File: config.mk
export PLATFORM = sky130hd
export DESIGN_NAME = ptp_stamp_mac_flat
export DESIGN_NICKNAME = d
export VERILOG_FILES = /design/src/common/ptp_stamp_pkg.sv /design/src/common/ptp_stamp_if.sv /design/src/hdl/ptp_stamp_mac.sv /design/src/flat_wrapper.sv
export SDC_FILE = /design/constraint.sdc
export NUM_CORES = 1
export LEC_CHECK = 0
export BUFFER_PORTS_ARGS = -buffer_cell sky130_fd_sc_hd__buf_2
export CAP_MARGIN = 5
export CORE_AREA = 2 2 192 194
export CTS_CLUSTER_DIAMETER = 60
export DETAILED_ROUTE_END_ITERATION = 12
export DIE_AREA = 0 0 194 196
export PLACE_DENSITY = 0.6
export SLEW_MARGIN = 25
export SYNTH_ARGS = -nofsm -noshare
export SYNTH_HDL_FRONTEND = slang
export SYNTH_SLANG_ARGS = --single-unit
File: constraint.sdc
create_clock -name clock -period 2.6 [get_ports clock]
set_input_delay 0.39 -clock clock [delete_from_list [all_inputs] [get_ports clock]]
set_output_delay 0.39 -clock clock [all_outputs]
set_load 0.02 [all_outputs]
File: src/common/ptp_stamp_pkg.sv
// Constants shared by the timestamp reporting ends.
// Assumes nothing beyond a SystemVerilog compiler.
`default_nettype none
package ptp_stamp_pkg;
   localparam int unsigned STAMP_W = 128;
   localparam int unsigned NS_W = 32;
   localparam int unsigned SEC_W = 48;
   localparam int unsigned TAG_W = 16;
   localparam int unsigned CORR_W = 64;
   localparam int unsigned FRAC_W = 16;
   localparam int unsigned DATA_W = 32;
   // Field positions in the stamp words
   localparam int unsigned NS_LSB = 0;
   localparam int unsigned SEC_LSB = 32;
   localparam int unsigned TAG_LSB = 80;
   localparam int unsigned CORR_LSB = 0;
   // Nanosecond wrap point of the time-of-day timer
   localparam logic [31:0] NS_PER_SEC = 32'h3b9aca00;
   localparam logic [31:0] NS_MAX = 32'h3b9ac9ff;
   localparam logic [47:0] SEC_ONE = 48'h000000000001;
   localparam logic [63:0] CORR_STEP_DEFAULT = 64'h0000000000040000;
   // Stamp format selection
   typedef enum logic {
      FMT_TIME_OF_DAY = 1'b0,
      FMT_CORRECTION = 1'b1
   } stamp_fmt_t;
endpackage
`default_nettype wire

File: src/common/ptp_stamp_if.sv
// Interface joining the MAC timestamp end and the consumer/timer end.
// Assumes one clock shared by both ends.
`timescale 1ns/1ns
`default_nettype none
interface ptp_stamp_if;
   logic [ptp_stamp_pkg::STAMP_W-1:0] tx_stamp_word;
   logic tx_stamp_valid;
   logic [ptp_stamp_pkg::STAMP_W-1:0] rx_stamp_word;
   logic rx_stamp_valid;
   logic [ptp_stamp_pkg::SEC_W-1:0] time_seconds_in;
   logic [ptp_stamp_pkg::NS_W-1:0] time_nanoseconds_in;
   logic [ptp_stamp_pkg::CORR_W-1:0] correction_timer_in;
   modport mac (
      output tx_stamp_word, tx_stamp_valid, rx_stamp_word, rx_stamp_valid,
      input time_seconds_in, time_nanoseconds_in, correction_timer_in
   );
   modport user (
      input tx_stamp_word, tx_stamp_valid, rx_stamp_word, rx_stamp_valid,
      output time_seconds_in, time_nanoseconds_in, correction_timer_in
   );
endinterface
`default_nettype wire

File: src/hdl/ptp_stamp_mac.sv
// MAC end: captures the timer on frame events, reports stamps out of band.
// Assumes the timer arrives on this same clock and frame events are pulses.
// Assumes a frame start comes at least one cycle before its first word.
// Assumes no stamp reader ever needs to stall either stream.
`timescale 1ns/1ns
`default_nettype none
module ptp_stamp_mac (
   input wire logic clock, // 250 MHz clock
   input wire logic sys_rst, // Synchronous reset, active high
   ptp_stamp_if.mac link, // Stamps out, timer in
   input wire logic tx_frame_sent, // Pulse: frame start left the MAC
   input wire logic [ptp_stamp_pkg::TAG_W-1:0] tx_tag, // Tag of that frame
   input wire logic rx_data_valid, // Receive data word valid
   input wire logic rx_data_last, // Receive data last word
   input wire logic [ptp_stamp_pkg::DATA_W-1:0] rx_data_in, // Rx data
   input wire logic rx_sfd_seen, // Pulse: receive frame start
   input wire ptp_stamp_pkg::stamp_fmt_t rx_format, // Rx stamp format
   output logic [ptp_stamp_pkg::DATA_W-1:0] rx_data_out, // Delayed rx data
   output logic rx_data_out_valid, // Delayed rx valid
   output logic rx_data_out_last // Delayed rx last
);

   // Frame tracking: between frames, or past the first word of one
   typedef enum logic {
      RX_BETWEEN = 1'b0, // Next valid word opens a frame
      RX_INSIDE = 1'b1 // Later words of an open frame
   } rx_track_t;

   // Receive side bookkeeping and the packed words to load
   rx_track_t rx_track; // Where the receive stream stands
   rx_track_t next_rx_track; // Its value after this edge
   logic rx_first_word; // This word opens a frame
   logic rx_armed; // Start seen, stamp not yet released
   logic [ptp_stamp_pkg::STAMP_W-1:0] rx_capture; // Time at frame start
   logic [ptp_stamp_pkg::STAMP_W-1:0] tx_packed; // Tx word to load
   logic [ptp_stamp_pkg::STAMP_W-1:0] rx_tod_packed; // Rx time-of-day
   logic [ptp_stamp_pkg::STAMP_W-1:0] rx_corr_packed; // Rx correction

   // Transmit word from the timer as it stands now; top bits reserved
   always_comb begin
      tx_packed = '0;
      tx_packed[ptp_stamp_pkg::NS_LSB +: ptp_stamp_pkg::NS_W] =
         link.time_nanoseconds_in;
      tx_packed[ptp_stamp_pkg::SEC_LSB +: ptp_stamp_pkg::SEC_W] =
         link.time_seconds_in;
      tx_packed[ptp_stamp_pkg::TAG_LSB +: ptp_stamp_pkg::TAG_W] =
         tx_tag;
   end

   // Receive time-of-day word; bits above the seconds stay zero
   always_comb begin
      rx_tod_packed = '0;
      rx_tod_packed[ptp_stamp_pkg::NS_LSB +: ptp_stamp_pkg::NS_W] =
         link.time_nanoseconds_in;
      rx_tod_packed[ptp_stamp_pkg::SEC_LSB +: ptp_stamp_pkg::SEC_W] =
         link.time_seconds_in;
   end

   // Correction word taken whole, so the fraction below bit 16
   // keeps its binary weight untouched
   always_comb begin
      rx_corr_packed = '0;
      rx_corr_packed[ptp_stamp_pkg::CORR_LSB +: ptp_stamp_pkg::CORR_W] =
         link.correction_timer_in;
   end

   // One valid per frame event; with no ready input nothing can
   // stall it, so back-to-back frames give back-to-back pulses
   always_ff @(posedge clock) begin
      if (sys_rst) begin
         link.tx_stamp_valid <= 1'b0;
      end else begin
         link.tx_stamp_valid <= tx_frame_sent;
      end
   end

   // Word held until the next frame, so late readers still see it
   always_ff @(posedge clock) begin
      if (sys_rst) begin
         link.tx_stamp_word <= '0;
      end else if (tx_frame_sent) begin
         link.tx_stamp_word <= tx_packed;
      end
   end

   // Only a word outside an open frame may carry a stamp
   assign rx_first_word = rx_data_valid && (rx_track == RX_BETWEEN);

   // Frame boundaries follow the valid and last levels only
   always_comb begin
      next_rx_track = rx_track;
      case (rx_track)
         RX_BETWEEN: begin
            if (rx_data_valid && !rx_data_last) begin
               next_rx_track = RX_INSIDE;
            end
         end
         RX_INSIDE: begin
            if (rx_data_valid && rx_data_last) begin
               next_rx_track = RX_BETWEEN;
            end
         end
         default: begin
            // Unreachable with one bit, kept for safety
            next_rx_track = RX_BETWEEN;
         end
      endcase
   end

   // Frame tracking state; a last word returns it to between frames
   always_ff @(posedge clock) begin
      if (sys_rst) begin
         rx_track <= RX_BETWEEN;
      end else begin
         rx_track <= next_rx_track;
      end
   end

   // A start wins over a release in the same cycle, so a start that
   // rides on a one-word frame still arms the following frame
   always_ff @(posedge clock) begin
      if (sys_rst) begin
         rx_armed <= 1'b0;
      end else if (rx_sfd_seen) begin
         rx_armed <= 1'b1;
      end else if (rx_first_word) begin
         rx_armed <= 1'b0;
      end
   end

   // Timer taken at frame start in the format chosen then; a second
   // start before the first word simply takes a newer time
   always_ff @(posedge clock) begin
      if (sys_rst) begin
         rx_capture <= '0;
      end else if (rx_sfd_seen) begin
         if (rx_format == ptp_stamp_pkg::FMT_CORRECTION) begin
            rx_capture <= rx_corr_packed;
         end else begin
            rx_capture <= rx_tod_packed;
         end
      end
   end

   // Data delayed one cycle to line up with the registered stamp;
   // costs a cycle of latency but keeps both on flip-flops
   always_ff @(posedge clock) begin
      if (sys_rst) begin
         rx_data_out <= '0;
      end else begin
         rx_data_out <= rx_data_in;
      end
   end

   // Delayed word valid
   always_ff @(posedge clock) begin
      if (sys_rst) begin
         rx_data_out_valid <= 1'b0;
      end else begin
         rx_data_out_valid <= rx_data_valid;
      end
   end

   // Delayed last, only on a real word
   always_ff @(posedge clock) begin
      if (sys_rst) begin
         rx_data_out_last <= 1'b0;
      end else begin
         rx_data_out_last <= rx_data_valid && rx_data_last;
      end
   end

   // Stamp released with the first word; a frame whose start was
   // missed gets none rather than a stale time
   always_ff @(posedge clock) begin
      if (sys_rst) begin
         link.rx_stamp_valid <= 1'b0;
      end else begin
         link.rx_stamp_valid <= rx_first_word
            && rx_armed;
      end
   end

   // Stamp word loaded on every first word, armed or not; it travels out of band, beside
   // the data rather than inside it
   always_ff @(posedge clock) begin
      if (sys_rst) begin
         link.rx_stamp_word <= '0;
      end else if (rx_first_word) begin
         link.rx_stamp_word <= rx_capture;
      end
   end
endmodule // ptp_stamp_mac
`default_nettype wire

File: src/flat_wrapper.sv
// flat-port wrapper written by rule: the top's interface ports become plain ports
module ptp_stamp_mac_flat 
  (clock, sys_rst, tx_frame_sent, tx_tag, rx_data_valid, rx_data_last, rx_data_in, rx_sfd_seen, rx_format, rx_data_out, rx_data_out_valid, rx_data_out_last, link_tx_stamp_word, link_tx_stamp_valid, link_rx_stamp_word, link_rx_stamp_valid, link_time_seconds_in, link_time_nanoseconds_in, link_correction_timer_in);
  ptp_stamp_if link_i ();
  input wire logic clock;
  input wire logic sys_rst;
  input wire logic tx_frame_sent;
  input wire logic [ptp_stamp_pkg::TAG_W-1:0] tx_tag;
  input wire logic rx_data_valid;
  input wire logic rx_data_last;
  input wire logic [ptp_stamp_pkg::DATA_W-1:0] rx_data_in;
  input wire logic rx_sfd_seen;
  input wire ptp_stamp_pkg::stamp_fmt_t rx_format;
  output logic [ptp_stamp_pkg::DATA_W-1:0] rx_data_out;
  output logic rx_data_out_valid;
  output logic rx_data_out_last;
  output wire logic [$bits(link_i.tx_stamp_word)-1:0] link_tx_stamp_word;
  output wire logic [$bits(link_i.tx_stamp_valid)-1:0] link_tx_stamp_valid;
  output wire logic [$bits(link_i.rx_stamp_word)-1:0] link_rx_stamp_word;
  output wire logic [$bits(link_i.rx_stamp_valid)-1:0] link_rx_stamp_valid;
  input wire logic [$bits(link_i.time_seconds_in)-1:0] link_time_seconds_in;
  input wire logic [$bits(link_i.time_nanoseconds_in)-1:0] link_time_nanoseconds_in;
  input wire logic [$bits(link_i.correction_timer_in)-1:0] link_correction_timer_in;
  assign link_tx_stamp_word = link_i.tx_stamp_word;
  assign link_tx_stamp_valid = link_i.tx_stamp_valid;
  assign link_rx_stamp_word = link_i.rx_stamp_word;
  assign link_rx_stamp_valid = link_i.rx_stamp_valid;
  assign link_i.time_seconds_in = link_time_seconds_in;
  assign link_i.time_nanoseconds_in = link_time_nanoseconds_in;
  assign link_i.correction_timer_in = link_correction_timer_in;
  ptp_stamp_mac u_core (.clock(clock), .sys_rst(sys_rst), .link(link_i), .tx_frame_sent(tx_frame_sent), .tx_tag(tx_tag), .rx_data_valid(rx_data_valid), .rx_data_last(rx_data_last), .rx_data_in(rx_data_in), .rx_sfd_seen(rx_sfd_seen), .rx_format(rx_format), .rx_data_out(rx_data_out), .rx_data_out_valid(rx_data_out_valid), .rx_data_out_last(rx_data_out_last));
endmodule
==> flow_summary_export.csv <==
group,metric,value,unit
yosys,synth_fa_ha_area_frac,0,
yosys,synth_compound_area_frac,0.0855,
timing,tightest_slew,0.625,ns
clock_network,clkTransAtPathRegs,0.06,ns
final_layout,final_layout_size_suffix_gt1_frac,0.307,
setup_path,cp_slowest_cell,"and2b_4",
yosys,yosysSeqAreaShare,0.518,
floorplanning,core,36100,µm²
min_path,hold_depth,2,
clock_network,cts-resized-gates,0,
timing,finalMaxSlewViolations,0,
timing,period_share,0.592,
setup_path,path_class,"flip-flop to flip-flop",
yosys,synthCells,1178,
setup_path,r2r_slack,1.06,ns
clock_network,postCtsHoldBufs,0,
routing,initialDrtViolationCount,357,
global_routing,first_global_vias,8799,
yosys,synth_xor_area_frac,0,
yosys,ys_ff_latch,294,
timing,fmax,649,MHz
clock_network,clkLatencyLatePin,0.52,ns
yosys,synth_top_family_by_area,"simple AND/OR/NAND/NOR gates",
global_routing,antenna_found_initial,0,
final_layout,fin_nets,1756,
timing,setup-tns-final,0,ns
timing,clock_skew,0.0283,ns
power,ir_drop,654,µV
setup_path,cp_top_family,"simple AND/OR/NAND/NOR gates",
setup_path,critPathBufInv,1,
global_routing,grt_max_degree,73,
routing,wl_per_cell,15.4,µm
floorplanning,die_y,196,µm
run_status,outcome,"finished clean",
setup_path,worstPathRequired,3.03,ns
setup_path,crit_chain,"and2b_4 -> buf_12 -> nand2_1 -> a21oi_1",
routing,firstDrtPassIters,4,
final_layout,antenna_cells,0,
placement,place_hpwl,22900,µm
placement,dpl_cell_area,13400,µm²
setup_path,crit_path_start_kind,"flip-flop",
setup_path,regToRegEndpoint,"u_core.link.rx_stamp_word[73]",
setup_path,reg2reg_depth,4,
clock_network,post_cts_buffers,0,
timing,grt_setup_unrepaired,"false",
clock_network,htreeDepth,2,
floorplanning,dieArea,38000,µm²
min_path,holdCritStartpoint,"rx_data_in[30]",
power,seq_power_share,0.437,
clock_network,cts-root-buf,"clkbuf_16",
yosys,yosys.cell_types.count,19,
routing,drc,0,
setup_path,cp_max_fo,47,
min_path,hp-class,"input pin to flip-flop",
yosys,ys.warnings.count,0,
floorplanning,ioPinCount,491,
floorplanning,start_util,0.315,
final_layout,fillCellCount,3662,
timing,setup_violations,0,
routing,vias_per_cell,4.44,
timing,finalHoldViolations,0,
routing,route.vias.total,9088,
min_path,hold_end,"u_core.rx_data_out[30]",
final_layout,fin_area,14600,µm²
power,power_frac_comb,0.122,
yosys,synth.mux.area_fraction,0.141,
global_routing,grt_pass1_wl,48300,µm
final_layout,final_cells,2048,
yosys,yosys-top-cells-area,"dfxtp_1 52%, mux2i_1 14%, buf_4 5.6%",
yosys,netlist_area,11400,µm²
final_layout,final_cell_mix,"406 x buf_2, 294 x dfxtp_1, 163 x nor2_1",
setup_path,slowest_delay,0.57,ns
clock_network,clockBufferDepth,3,
final_layout,layout.cells.most_common,"buf_2",
final_layout,final_util,0.404,
power,p_per_area,766,nW/µm²
floorplanning,row_count,70,
placement,io_buffers,410,
flow_run,max-cap-violations,0,
global_routing,grt_usage,0.158,
final_layout,syn2layout_area_growth,28.3,%
power,switching_share,0.256,
clock_network,cts_tree,"yes",
global_routing,grt-ovfl-total,0,
clock_network,clock_sink_count,294,
setup_path,crit_path_end_kind,"flip-flop",
placement,place_inst,1988,
clock_network,cts_made_buffers,35,
setup_path,crit_arrival,1.97,ns
power,clkPwrFrac,0.441,
power,p_sw,0.00286,W
routing,wirelength,31600,µm
yosys,synth_simple_gate_area_frac,0.147,
timing,fin_crit,1.54,ns
yosys,syn_avg_cell_area,9.64,µm²
power,p_leak,6.97,nW
power,intPower,0.00830,W
yosys,synth_top_cell_by_area,"dfxtp_1",
floorplanning,die_w,194,µm
routing,final_antenna_net_count,0,
placement,gp_congestion,0.805,
yosys,yosysTopAreaCellShare,0.518,
timing,maxSlewHeadroom,0.583,
worst max-delay path by stage:
stage                     slack, ns                       endpoint     startpoint  cells past startpoint
after floorplan                1.42  u_core.link.tx_stamp_word[66]  tx_frame_sent                      5
after CTS                      0.99  u_core.link.rx_stamp_word[30]      flip-flop                      4
final                          1.06  u_core.link.rx_stamp_word[73]      flip-flop                      4
after global placement         0.92  u_core.link.rx_stamp_word[15]  rx_data_valid                      5
after global routing           0.89  u_core.link.rx_stamp_word[73]      flip-flop                      4
after detailed placement       0.89  u_core.link.rx_stamp_word[30]  rx_data_valid                      5
synthesized netlist by cell type:
| library cell | instances |
|---|---|
| and2b_1 | 1 |
| conb_1 | 1 |
| mux2i_1 | 160 |
| buf_12 | 6 |
| nand2b_1 | 17 |
| clkbuf_1 | 13 |
| nand3b_1 | 16 |
| and3b_1 | 1 |
| a211oi_1 | 64 |
| buf_2 | 50 |
| dfxtp_1 | 294 |
| nor2b_1 | 34 |
| buf_6 | 13 |
| buf_4 | 85 |
| nor2_1 | 163 |
| a21oi_1 | 97 |
| buf_8 | 1 |
| nand2_1 | 161 |
| o21ai_0 | 1 |
registers in the layout, indices dropped and copies added (netlist names), named ones only:
signal	count
u_core.link.tx_stamp_word	96
u_core.rx_data_out	32
u_core.rx_armed	1
u_core.link.tx_stamp_valid	1
u_core.rx_data_out_last	1
u_core.link.rx_stamp_word	80
u_core.rx_data_out_valid	1
u_core.rx_capture	80
u_core.link.rx_stamp_valid	1
cells by family after synthesis:
family,after synthesis
DFF,294
other,1
and+or+nand+nor,393
AOI/OAI and AO/OA,162
buffers and inverters,168
muxes,160
final cells by class:
cell class	count	area [µm²]	share of cell area
sequential	294	5890	0.404
clock inverter	8	145	0.00996
timing repair buffer	431	2370	0.163
multi-input combinational	795	4550	0.313
clock buffer	52	1030	0.0707
tap	468	586	0.0402
metal layers:
layer / global-route usage / vias to the layer above / share of wire
li1: - / 4513 / -
met1: 0.186 / 4202 / 0.42
met3: 0.0380 / 58 / 0.060
met5: 0 / - / 0
met2: 0.275 / 315 / 0.49
met4: 0.0634 / 0 / 0.033
worst register-to-register path, cell delays in order (launching register included):
cell and delay, ns:
dfxtp_1 0.33, and2b_4 0.57, buf_12 0.31, nand2_1 0.12, a21oi_1 0.13
metrics by stage:
stage / total power [W] / hold slack [ns] / setup WS (ns)
final: 0.0112 / 0.0766 / 1.06
after global routing: 0.0116 / 0.0598 / 0.891
after CTS: 0.0113 / 0.0452 / 0.992
after detailed placement: 0.00635 / 0.441 / 0.885
after global placement: 0.00634 / 0.435 / 0.924
after floorplan: 0.00594 / 0.432 / 1.42
power by group through the flow:
| stage | sequential, W | combinational, W | clock [W] |
|---|---|---|---|
| after floorplan | 0.00516 | 0.000785 | 0 |
| after global placement | 0.00497 | 0.00137 | 0 |
| after detailed placement | 0.00497 | 0.00138 | 0 |
| after CTS | 0.00488 | 0.00139 | 0.00506 |
| after global routing | 0.00490 | 0.00148 | 0.00525 |
| final | 0.00488 | 0.00137 | 0.00492 |
Power figures use the tool's default switching activity.
